### src/shared/fieb_pkg.sv
// Register map, field layout and port carriers of the fault-interrupt enable bank
package fieb_pkg;

  // Register offsets on the serial register port
  localparam logic [7:0] OFS_SUPPLY_PUMP = 8'h4E;
  localparam logic [7:0] OFS_MASTER_BOOST = 8'h50;
  localparam logic [7:0] OFS_LED_FAULT = 8'h52;

  // Register indices used by the field table
  localparam logic [1:0] IDX_SUPPLY_PUMP = 2'h0;
  localparam logic [1:0] IDX_MASTER_BOOST = 2'h1;
  localparam logic [1:0] IDX_LED_FAULT = 2'h2;
  localparam logic [1:0] IDX_NONE = 2'h3;

  // Register reset values as seen on a read
  localparam logic [15:0] RST_SUPPLY_PUMP = 16'h200A;
  localparam logic [15:0] RST_MASTER_BOOST = 16'hA02A;
  localparam logic [15:0] RST_LED_FAULT = 16'h0080;

  // Two-bit field codes
  localparam logic [1:0] CODE_RD_OFF = 2'h0;
  localparam logic [1:0] CODE_RD_ON = 2'h2;
  localparam logic [1:0] CODE_WR_OFF = 2'h1;
  localparam logic [1:0] CODE_WR_ON = 2'h3;

  // Enable vector layout: one bit per two-bit field
  localparam int NUM_FIELDS = 16;
  localparam int EN_INPUT_UV = 0;
  localparam int EN_INPUT_OV = 1;
  localparam int EN_BAD_STRING = 2;
  localparam int EN_FREQ_RES = 3;
  localparam int EN_PUMP_FAULT = 4;
  localparam int EN_PUMP_CAP = 5;
  localparam int EN_INPUT_OC = 6;
  localparam int EN_SYNC_LOSS = 7;
  localparam int EN_THERMAL = 8;
  localparam int EN_CORE_UVLO = 9;
  localparam int EN_BOOST_OC = 10;
  localparam int EN_BOOST_OVL = 11;
  localparam int EN_TEMP_WARN = 12;
  localparam int EN_BOOST_OVH = 13;
  localparam int EN_MASTER = 14;
  localparam int EN_LED = 15;

  // Register and low bit of each field, in enable-vector order
  localparam logic [1:0] FLD_REG [NUM_FIELDS] = '{
    2'h0, 2'h0, 2'h0, 2'h0, 2'h0, 2'h0, 2'h0, 2'h0,
    2'h1, 2'h1, 2'h1, 2'h1, 2'h1, 2'h1, 2'h1, 2'h2};
  localparam logic [3:0] FLD_LSB [NUM_FIELDS] = '{
    4'h0, 4'h2, 4'h4, 4'h6, 4'h8, 4'hA, 4'hC, 4'hE,
    4'h0, 4'h2, 4'h4, 4'h6, 4'hA, 4'hC, 4'hE, 4'h6};

  // Reset state of the enable vector, matching the register reset values
  localparam logic [15:0] RST_EN = 16'hE743;
  // Sources that can raise the interrupt: every field but the master
  localparam logic [15:0] SRC_MASK = 16'hBFFF;

  // Reserved bits that are stored and read back
  localparam int RSV_MB_LSB = 8;
  localparam int RSV_LF_HI_LSB = 8;
  localparam int RSV_LF_LO_LSB = 0;
  localparam logic [1:0] RST_RSV_MB = 2'h0;
  localparam logic [7:0] RST_RSV_LF_HI = 8'h00;
  localparam logic [5:0] RST_RSV_LF_LO = 6'h00;
  localparam logic [15:0] RD_UNMAPPED = 16'h0000;

  typedef struct packed {
    logic strobe;
    logic write;
    logic [7:0] addr;
    logic [15:0] wdata;
  } fieb_req_t;

  typedef struct packed {
    logic valid;
    logic hit;
    logic [15:0] rdata;
  } fieb_rsp_t;

endpackage : fieb_pkg

### src/logic/fieb_enable_bank.sv
// Fault-interrupt enable bank: three enable registers and the gated interrupt request
`timescale 1ns/1ps

module fieb_enable_bank (
  input wire logic clk_sys, // 50 MHz core clock
  input wire logic arst_n, // Asynchronous reset, active low
  input wire fieb_pkg::fieb_req_t req, // Register access request
  input wire logic [15:0] fault_latched, // Latched faults in enable-vector order
  output fieb_pkg::fieb_rsp_t rsp, // Register access answer
  output logic [15:0] irq_enable, // Current enable of each field
  output logic irq_req // Gated interrupt request
);
  import fieb_pkg::*;

  typedef struct packed {
    logic [15:0] en;
    logic [1:0] rsv_mb;
    logic [7:0] rsv_lf_hi;
    logic [5:0] rsv_lf_lo;
    fieb_rsp_t rsp;
    logic irq;
  } fieb_state_t;

  localparam fieb_state_t ST_RESET = '{
    en: RST_EN,
    rsv_mb: RST_RSV_MB,
    rsv_lf_hi: RST_RSV_LF_HI,
    rsv_lf_lo: RST_RSV_LF_LO,
    rsp: '0,
    irq: 1'b0
  };

  fieb_state_t st;
  fieb_state_t next_st;
  logic [1:0] sel;
  logic [15:0] rd_word;
  logic [1:0] code;

  // Address decode to a register index
  always_comb begin
    unique case (req.addr)
      OFS_SUPPLY_PUMP: sel = IDX_SUPPLY_PUMP;
      OFS_MASTER_BOOST: sel = IDX_MASTER_BOOST;
      OFS_LED_FAULT: sel = IDX_LED_FAULT;
      default: sel = IDX_NONE;
    endcase
  end

  always_comb begin
    next_st = st;
    rd_word = RD_UNMAPPED;
    code = CODE_RD_OFF;
    // Read image from the state before this access
    for (int i = 0; i < NUM_FIELDS; i++) begin
      if (FLD_REG[i] == sel) begin
        rd_word[FLD_LSB[i] +: 2] = st.en[i] ? CODE_RD_ON : CODE_RD_OFF;
      end
    end
    if (sel == IDX_MASTER_BOOST) begin
      rd_word[RSV_MB_LSB +: 2] = st.rsv_mb;
    end
    if (sel == IDX_LED_FAULT) begin
      rd_word[RSV_LF_HI_LSB +: 8] = st.rsv_lf_hi;
      rd_word[RSV_LF_LO_LSB +: 6] = st.rsv_lf_lo;
    end
    // Field writes are set/clear codes, so one write can touch a subset of fields
    if (req.strobe && req.write) begin
      for (int i = 0; i < NUM_FIELDS; i++) begin
        if (FLD_REG[i] == sel) begin
          code = req.wdata[FLD_LSB[i] +: 2];
          if (code == CODE_WR_ON) begin
            next_st.en[i] = 1'b1;
          end else if (code == CODE_WR_OFF) begin
            next_st.en[i] = 1'b0;
          end else begin
            next_st.en[i] = st.en[i];
          end
        end
      end
      // Reserved bits are plain storage; the host is expected to write zero
      if (sel == IDX_MASTER_BOOST) begin
        next_st.rsv_mb = req.wdata[RSV_MB_LSB +: 2];
      end
      if (sel == IDX_LED_FAULT) begin
        next_st.rsv_lf_hi = req.wdata[RSV_LF_HI_LSB +: 8];
        next_st.rsv_lf_lo = req.wdata[RSV_LF_LO_LSB +: 6];
      end
    end
    // Every strobe gets one answer; unmapped reads return zero with hit low
    next_st.rsp.valid = req.strobe;
    next_st.rsp.hit = req.strobe && (sel != IDX_NONE);
    next_st.rsp.rdata = (req.strobe && !req.write) ? rd_word : RD_UNMAPPED;
    // Request falls once the status side clears the latch, so no local clear path
    next_st.irq = st.en[EN_MASTER] && |(fault_latched & st.en & SRC_MASK);
  end

  always_ff @(posedge clk_sys or negedge arst_n) begin
    if (!arst_n) begin
      st <= ST_RESET;
    end else begin
      st <= next_st;
    end
  end

  assign rsp = st.rsp;
  assign irq_enable = st.en;
  assign irq_req = st.irq;

endmodule : fieb_enable_bank

### config.mk
export PLATFORM = sky130hd
export DESIGN_NAME = fieb_enable_bank
export DESIGN_NICKNAME = d
export VERILOG_FILES = /design/src/shared/fieb_pkg.sv /design/src/logic/fieb_enable_bank.sv
export SDC_FILE = /design/constraint.sdc
export NUM_CORES = 1
export LEC_CHECK = 0
export ABC_AREA = 0
export BUFFER_PORTS_ARGS = -buffer_cell sky130_fd_sc_hd__buf_2
export CAP_MARGIN = 0
export CORE_MARGIN = 2
export CORE_UTILIZATION = 48
export CTS_BUF_LIST = sky130_fd_sc_hd__clkbuf_2 sky130_fd_sc_hd__clkbuf_4 sky130_fd_sc_hd__clkbuf_8
export DETAILED_ROUTE_END_ITERATION = 12
export PLACE_DENSITY_LB_ADDON = 0.1
export SYNTH_ARGS = -nofsm -noshare
export SYNTH_HDL_FRONTEND = slang
export SYNTH_SLANG_ARGS = --single-unit
### constraint.sdc
create_clock -name clk_sys -period 1.1 [get_ports clk_sys]
set_input_delay 0.22 -clock clk_sys [delete_from_list [all_inputs] [get_ports clk_sys]]
set_output_delay 0.22 -clock clk_sys [all_outputs]
set_load 0.01 [all_outputs]
==> results.md, run 1 <==
* Hold/Removal Path Class: in2reg
* PortBufs at between 70 and 80
* Starting DRT DRC Count at 120
* Largest net degree at the start of global routing at 24
* PwrDens at 973 nW/µm²
* CP endpoint kind: primary output
* Die area at about 6000 µm²
* Critical Path Start Type: flop
* CTS tree: yes
* Clk root buf: clkbuf_8
* CTS Buf Count at 5
* Gpl congestion at 0.815
* GR Overflow Total at 0
* Leak at 1.76 nW
* Worst EP required at about 900 ps
* Fin Setup TNS at -1250 ps
* Peak VDD IR at 0.720 mV
* Max cap viols at 0
* Core footprint at 5170 µm²
* Top FF cell, synth: dfrtp_1
* Syn Inst Count at 212
* Outcome: finished with violations
* Nets at around 340
* First-pass GRT wire length at 9890 µm
* CTS sink count at 50
* Synthesized net count at 256
* Share of cells above drive strength 1 at 0.638
* Fillcell total at between 300 and 400
* Clock transition at path regs at 80 ps
* Number of flops mapped to enable cells by yosys at 0
* IO Count at 79
* CP arrival at 1040 ps
* Average wire per standard cell at 16.6 µm
* Worst-case clock buffer depth at 2
* Syn. warnings at 0
* Period Utilization, post-route at 1.15
* Vias at 1936
* Die span in x at ~78 µm
* Antenna Nets Post-Route at 0
* Kind of critical path: reg2out
* # DRC at 0
* Area occupied by registers at 1260 µm²
* N_diodes at 0
* Finished Cell Area at 3510 µm²
* Min Tclk post-route at 1260 ps
* Routed WL at 6120 µm
* Register area share after synthesis at 0.484
* Initial antenna violation count at 0
* Initial core utilization at 0.505
* Area Overhead vs Synth at 34.5%
* Final worst slack at -163 ps
* Final setup fails at 22
* Pre-CTS setup slack at -416 ps
* GRT Resource Usage Total at 0.216
* Placed instance area at 3020 µm²
* Max Fanout on Critical Path at 2
* FF+latch count, synth at 50
* Final Slew Violations at 0
* H-tree levels at 2
* Post-Syn Area at ~2600 µm²
* Placed Instances at between 300 and 400
* Fin Clk Skew at 3.44 ps
* Asr flop ratio synth at 1.00
* Vias in the first global route at 2002
* Final hold viol count at 0
* Router iterations before antenna repair at 6
* Cell Count, Final, Fillers Out at 368
* Avg Inst Size Synth at 12.3 µm²
* DP HPWL at approximately 4400 µm
* Vias per cell at 5.26
* Area of the multi-input gates at 1040 µm²
* Site row count at 26
* Die Ht at 77.7 µm
* Skew-Pair Late Insertion Delay at 300 ps
* RSZ-0062 raised after global routing: yes
* Violated checks: setup timing
* Distinct cells, synth at 34
* Highest clock rate at 0.792 GHz
cells in the mapped netlist, drive strengths merged (2+ instances only):
| cell | count | area [µm²] |
|---|---|---|
| a221oi | 8 | 88.8 |
| a22oi | 6 | 45.0 |
| and2 | 2 | 12.5 |
| and3 | 7 | 43.8 |
| and4bb | 2 | 25.0 |
| buf | 45 | 345 |
| clkbuf | 3 | 11.3 |
| dfrtp | 41 | 1030 |
| dfstp | 9 | 236 |
| inv | 8 | 30.0 |
| mux2 | 31 | 387 |
| nand2 | 2 | 7.51 |
| nand3 | 12 | 72.6 |
| nand4 | 14 | 87.6 |
| o211ai | 8 | 60.1 |
area by class of cell:
class                      instances  area share
inverter                           8     0.00856
clock buffer                       8      0.0278
sequential                        50       0.360
timing repair buffer             126       0.283
tap                               70      0.0250
multi-input combinational        106       0.296
sequential cells by signal (all words and copies together) (netlist names):
register and count:
rsp 17, irq_req 1, st 16, irq_enable 16
metrics by stage:
step | util | hold slack (ps) | power, mW
finish | 0.679 | 180 | 3.42
global route | 0.679 | 176 | 3.57
CTS | 0.662 | 176 | 3.44
detailed placement | 0.584 | 139 | 2.27
global placement | 0.584 | 129 | 2.27
floorplan | - | -75.6 | 2.06
where the power goes:
group / internal, mW / switching (mW)
clock network: 0.563 / 0.565
logic: 0.206 / 0.195
registers: 1.87 / 0.0161
total: 2.64 / 0.777
cells by family (layout without fill, tap and decap cells):
kind of cell | Yosys count | after routing | share of synthesized area
compound gates | 27 | 27 | 0.0896
simple gates | 46 | 46 | 0.125
other cells | 1 | 1 | 0.00144
buf+inv | 56 | 142 | 0.148
mux | 32 | 32 | 0.152
flops | 50 | 50 | 0.484
cell usage in the layout, fill, tap and decap left out, types with 4 or more instances in the layout:
cell      Yosys  layout
dfstp_2       9       9
dfrtp_1      41      41
buf_12        0       5
a221oi_2      3       7
inv_1         8       8
mux2_2       21      15
nand3_1      11       9
and3_1        7       7
a22oi_1       6       4
buf_4        38      26
mux2_4       10      16
buf_6         4      33
buf_2         3      60
clkbuf_8      0       6
nand4_1      14      14
o211ai_1      8       8
critical path, stage by stage (launching register included):
cell	delay, ps
dfstp_2	560
buf_6	100
buf_6	90
metal layers:
layer	vias to the layer above	part of all wire	global-route usage
li1	909	-	-
met1	942	0.42	0.274
met2	72	0.50	0.364
met3	13	0.054	0.0453
met4	0	0.022	0.0768
met5	-	0	0
final timing paths:
check / startpoint / to / slack, ps / cells after the start
max: irq_enable[10] / irq_enable[10] / -160 / 2
min: req[13] / st[30] / 180 / 2
max reg2reg: irq_enable[9] / irq_req / -60 / 4
min reg2reg: st[19] / st[19] / 510 / 1
max in group asynchronous: arst_n / irq_enable[14] / 250 / 3
min in group asynchronous: arst_n / rsp[2] / 350 / 2
timing repair:
action | in CTS | in global routing
gates resized for setup | 32 | 17
buffers inserted | 18 | 1
endpoints found under the hold margin | 10 | 0
setup endpoints to repair | 49 | 50
gates cloned | 0 | 1
hold buffers | 1 | 0
pin swaps | 3 | 8
No activity file was read; power rests on OpenSTA's default activity.
==> inputs of run 2 (changes only) <==
- BUFFER_PORTS_ARGS: -buffer_cell sky130_fd_sc_hd__buf_2 -> not set
- CORE_MARGIN: 2 -> 3
- CORE_UTILIZATION: 48 -> 59
- DONT_BUFFER_PORTS: not set -> 1
==> results.md, run 2 (same netlist as run 1, synthesis figures left out) <==
* Vias in the first global route at 1709 (-15%)
* Outcome: finished with violations
* Finished Cell Area at 2800 µm² (-20%)
* Max FFs per register at 17 (unchanged)
* CP arrival at 1400 ps (+360 ps)
* Vias per cell at 6.45 (+23%)
* H-tree levels at 2 (unchanged)
* Min Tclk post-route at 1200 ps (-62.3 ps)
* Average wire per standard cell at 22.6 µm (+36%)
* Highest clock rate at 0.833 GHz (+5.2%)
* CTS tree: yes
* Fillcell total at 318 (-20%)
* Die area at 5260 µm² (-13%)
* Final Slew Violations at 0 (unchanged)
* CTS sink count at 50 (unchanged)
* Share of cells above drive strength 1 at 0.461 (-0.177)
* CP endpoint kind: flop
* GR Overflow Total at 0 (unchanged)
* Clock transition at path regs at 90 ps (about the same)
* N_diodes at 0 (unchanged)
* Core footprint at 4140 µm² (-20%)
* Pre-CTS setup slack at -325 ps (+91.2 ps)
* Area Overhead vs Synth at 7.33%
* Placed Instances at 238 (-30%)
* Final setup fails at 12 (-45%)
* RSZ-0062 raised after global routing: yes
* # DRC at 0 (unchanged)
* Period Utilization, post-route at 1.09 (-0.0567)
* Cell Count, Final, Fillers Out at 254 (-31%)
* First-pass GRT wire length at 8730 µm (-12%)
* Skew-Pair Late Insertion Delay at 300 ps (about the same)
* Hold WS at -401 ps (-582 ps)
* DP HPWL at 3960 µm (-9.0%)
* Area occupied by registers at 1260 µm² (unchanged)
* Nets at 247 (-28%)
* Max Fanout on Critical Path at 2 (unchanged)
* Kind of critical path: reg2reg
* Clk root buf: clkbuf_8
* Die span in x at 72.5 µm (-6.7%)
* GRT Resource Usage Total at 0.221 (+0.00531)
* Max cap viols at 0 (unchanged)
* Placed instance area at 2560 µm² (-15%)
* Most frequent cells in the layout: dfrtp_1 (41), mux2_2 (16), mux2_4 (15), nand4_1 (14), buf_4 (14)
* Starting DRT DRC Count at 86 (-28%)
* Total power at 3.19 mW (-6.6%)
* Final hold viol count at 50 (+50)
* Die Ht at 72.5 µm (-6.7%)
* Antenna Nets Post-Route at 0 (unchanged)
* PwrDens at 1140 nW/µm² (+17%)
* Worst-case clock buffer depth at 2 (unchanged)
* Leak at 1.28 nW (-27%)
* Most common cell after layout, fill and taps aside: dfrtp_1
* Worst EP required at 1300 ps (+420 ps)
* Initial core utilization at 0.630 (+0.125)
* Peak VDD IR at 0.796 mV (+11%)
* CTS Buf Count at 5 (unchanged)
* Fin Setup TNS at -683 ps (+567 ps)
* Area of the multi-input gates at 1020 µm² (-1.4%)
* Routed WL at 5740 µm (-6.1%)
* Largest net degree at the start of global routing at 51 (+110%)
* Final worst slack at -101 ps (+62.3 ps)
* Violated checks: hold timing, setup timing
* Router iterations before antenna repair at 4 (-2)
* Initial antenna violation count at 0 (unchanged)
* Vias at 1638 (-15%)
* Fin Clk Skew at 2.84 ps (-0.601 ps)
* Hold/Removal Path Class: in2async
* PortBufs at 0 (-100%)
* Final core occ at 0.676 (-0.00249)
* CTS Hold Bufs at 1 (unchanged)
* Critical Path Start Type: flop
* Site row count at 23 (-12%)
* Gpl congestion at 0.799 (-2.0%)
* IO Count at 79 (unchanged)
[run 2: area by class of cell]
class	count	share of cell area
Inverter	8	0.0107
Tap cell	50	0.0223
Sequential cell	50	0.451
Timing Repair Buffer	31	0.118
Multi-Input combinational cell	107	0.366
Clock buffer	8	0.0326
[run 2: critical path, stage by stage (launching register included)]
cell and delay [ps]:
dfstp_2 390, a22oi_1 310, nand4_1 180, o21a_1 220
[run 2: path summary, 6_finish.rpt]
path | from | endpoint | slack [ps] | depth (start not counted)
setup reg to reg | irq_enable[6] | irq_req | -100 | 3
setup / recovery | irq_enable[6] | irq_req | -100 | 3
min in group clk_sys | req[4] | st[23] | 60 | 1
hold reg to reg | st[31] | st[31] | 510 | 1
max in group asynchronous | arst_n | irq_enable[14] | 1310 | 0
hold / removal | arst_n | irq_enable[5] | -400 | 0
[run 2: timing repair]
item / CTS / global route
buffers inserted: 5 / 1
gates resized for setup: 8 / 10
gates cloned: 0 / 1
hold endpoints to repair: 51 / 50
endpoints found under the setup margin: 12 / 33
pin swaps: 1 / 3
[run 2: metal layers]
metal  track usage  up-vias  routed length (µm)
met3        0.0762       14                 423
met5             0        -                   0
met1         0.275      835                2340
li1              -      719                   -
met2         0.363       70                2840
met4        0.0697        0                 142
[run 2: where the power goes]
part	total (mW)	leakage (nW)	internal, mW	switching (mW)
registers	1.89	0.662	1.87	0.0210
clock network	1.11	0.0498	0.527	0.588
logic	0.183	0.565	0.0964	0.0867
==> inputs of run 3 (changes only) <==
- CORE_UTILIZATION: 59 -> 61
- clock period: 1.1 -> 1.2 ns (I/O delays scaled with it)
==> results.md, run 3 (same netlist as run 1, synthesis figures left out) <==
* Share of cells above drive strength 1 at 0.401 (-0.0597)
* Switching share of total power at 0.211 (-0.00715)
* Die span in x at 71.4 µm (-1.5%)
* Finished Cell Area at 2600 µm² (-7.2%)
* Hold/Removal Path Class: in2async
* H-tree levels at 2 (unchanged)
* Violated checks: hold timing
* Final hold viol count at 50 (unchanged)
* Most common cell after layout, fill and taps aside: dfrtp_1
* First-pass GRT wire length at 9130 µm (+4.6%)
* Period Utilization, post-route at 0.977 (-0.115)
* Kind of critical path: reg2reg
* Clock transition at path regs at 90 ps (about the same)
* Most frequent cells in the layout: dfrtp_1 (41), mux2_2 (21), buf_4 (16), nand4_1 (14), nand3_1 (11)
* R2R cell count at 3 (unchanged)
* CTS sink count at 50 (unchanged)
* Die Ht at 71.4 µm (-1.5%)
* Final setup fails at 0 (-12)
* Worst EP required at 1400 ps (+100 ps)
* Fin Setup TNS at 0 ps (+683 ps)
* Crit-path slowest cell: dfrtp_1
* Sequential share of power at 0.603 (+0.010)
* PortBufs at 0 (unchanged)
* Total power at 2.88 mW (-9.8%)
* Hold WS at -375 ps (+26.2 ps)
* Routed WL at 5660 µm (-1.5%)
* Average wire per standard cell at 23.4 µm (+3.4%)
* CTS tree: yes
* CP arrival at 1370 ps (-30 ps)
* IO Count at 79 (unchanged)
* Peak VDD IR at 0.640 mV (-20%)
* Min Tclk post-route at 1170 ps (-28.7 ps)
* Initial core utilization at 0.643 (+0.0134)
* Outcome: finished with violations
* Internal power at 2.27 mW (-8.9%)
* Skew-Pair Late Insertion Delay at 300 ps (about the same)
* Gpl congestion at 0.812 (+1.6%)
* Router iterations before antenna repair at 4 (unchanged)
* Area Overhead vs Synth at -0.432%
* Leak at 1.19 nW (-6.8%)
* # DRC at 0 (unchanged)
* CP endpoint kind: flop
* Sw power at 607 µW (-13%)
* Max Fanout on Critical Path at 2 (unchanged)
* Worst path max stage delay at 410 ps (+20 ps)
* GR Overflow Total at 0 (unchanged)
* Clock power share at 0.348 (-0.002)
* Vias at 1575 (-3.8%)
* Site row count at 23 (unchanged)
* Part of the power in combinational logic at 0.049 (-0.008)
* Final Slew Violations at 0 (unchanged)
* CTS Buf Count at 5 (unchanged)
* RSZ-0062 raised after global routing: yes
* Vias in the first global route at 1679 (-1.8%)
* Nets at 235 (-4.9%)
* Critical Path Start Type: flop
* Least-Margin Pin Slew at 504 ps
* Initial antenna violation count at 0 (unchanged)
* Placed instance area at 2500 µm² (-2.7%)
* DP HPWL at 4120 µm (+4.0%)
* PwrDens at 1110 nW/µm² (-2.7%)
* Slew Limit Headroom at 0.664
* Core footprint at 4060 µm² (-2.1%)
* Starting DRT DRC Count at 110 (+28%)
* GRT Resource Usage Total at 0.235 (+0.0140)
* Max FFs per register at 17 (unchanged)
* Crit-path cells: a222oi_1 -> nand3_1 -> o21a_1
* Die area at 5100 µm² (-3.0%)
* N_diodes at 0 (unchanged)
* Max cap viols at 0 (unchanged)
* Worst-case clock buffer depth at 2 (unchanged)
* CTS Hold Bufs at 1 (unchanged)
* Highest clock rate at 0.853 GHz (+2.4%)
* Largest net degree at the start of global routing at 51 (unchanged)
* Clk root buf: clkbuf_8
* Fin Clk Skew at 9.84 ps (+6.99 ps)
* Antenna Nets Post-Route at 0 (unchanged)
* Vias per cell at 6.51 (+0.92%)
## run 3: changes by cell type in the layout (fill, tap and decap cells not counted), sizes merged
cell | previous run | this run
buf | 30 | 19
nand3 | 13 | 12
## run 3: layer usage
layer	GRT usage	up-vias	wire length [µm]
li1	-	692	-
met3	0.0827	2	618
met1	0.329	795	2360
met5	0	-	0
met4	0.0564	0	19
met2	0.353	86	2660
## run 3: metrics by stage
| step | cells | util | setup slack (ps) |
|---|---|---|---|
| 2_1_floorplan | 212 | - | -145 |
| 6_report | 242 | 0.640 | 27.6 |
| 3_3_place_gp | 233 | 0.615 | -316 |
| 5_1_grt | 242 | 0.640 | -29.2 |
| 3_5_place_dp | 233 | 0.615 | -384 |
| 4_1_cts | 242 | 0.640 | 22.7 |
## run 3: layout make-up
cell class / instances / area [µm²]
Multi-Input combinational cell: 106 / 962
Inverter: 8 / 30.0
Clock buffer: 8 / 91.3
Timing Repair Buffer: 20 / 190
Tap cell: 50 / 62.6
Sequential cell: 50 / 1260
Fill cell: 320 / 1460
## run 3: what timing repair did
action / in CTS / in global routing
endpoints found under the setup margin: 9 / 1
hold endpoints to repair: 51 / 50
resized for setup: 1 / 0
buffers inserted: 0 / 0
pin swaps: 0 / 0
## run 3: worst max-delay path, delay by kind of cell, from the launching register on
kind            cells  cell delay [ps]
compound gates      2              550
simple gates        1              120
flops               1              410
## run 3: path summary, 6_finish.rpt
kind                                 end  slack, ps          start
setup reg to reg                 irq_req         30  irq_enable[4]
min in group clk_sys              st[23]         80         req[4]
hold reg to reg                   st[31]        510         st[31]
setup / recovery                 irq_req         30  irq_enable[4]
hold / removal                    rsp[2]       -380         arst_n
max in group asynchronous  irq_enable[1]       1390         arst_n
## run 3: power groups by stage
stage / Sequential (mW) / Combinational, mW / Clock (mW)
after floorplan: 1.76 / 0.126 / 0
final: 1.74 / 0.141 / 1.00
after global routing: 1.74 / 0.151 / 1.09
after CTS: 1.74 / 0.140 / 1.02
after global placement: 1.77 / 0.133 / 0
after detailed placement: 1.77 / 0.137 / 0
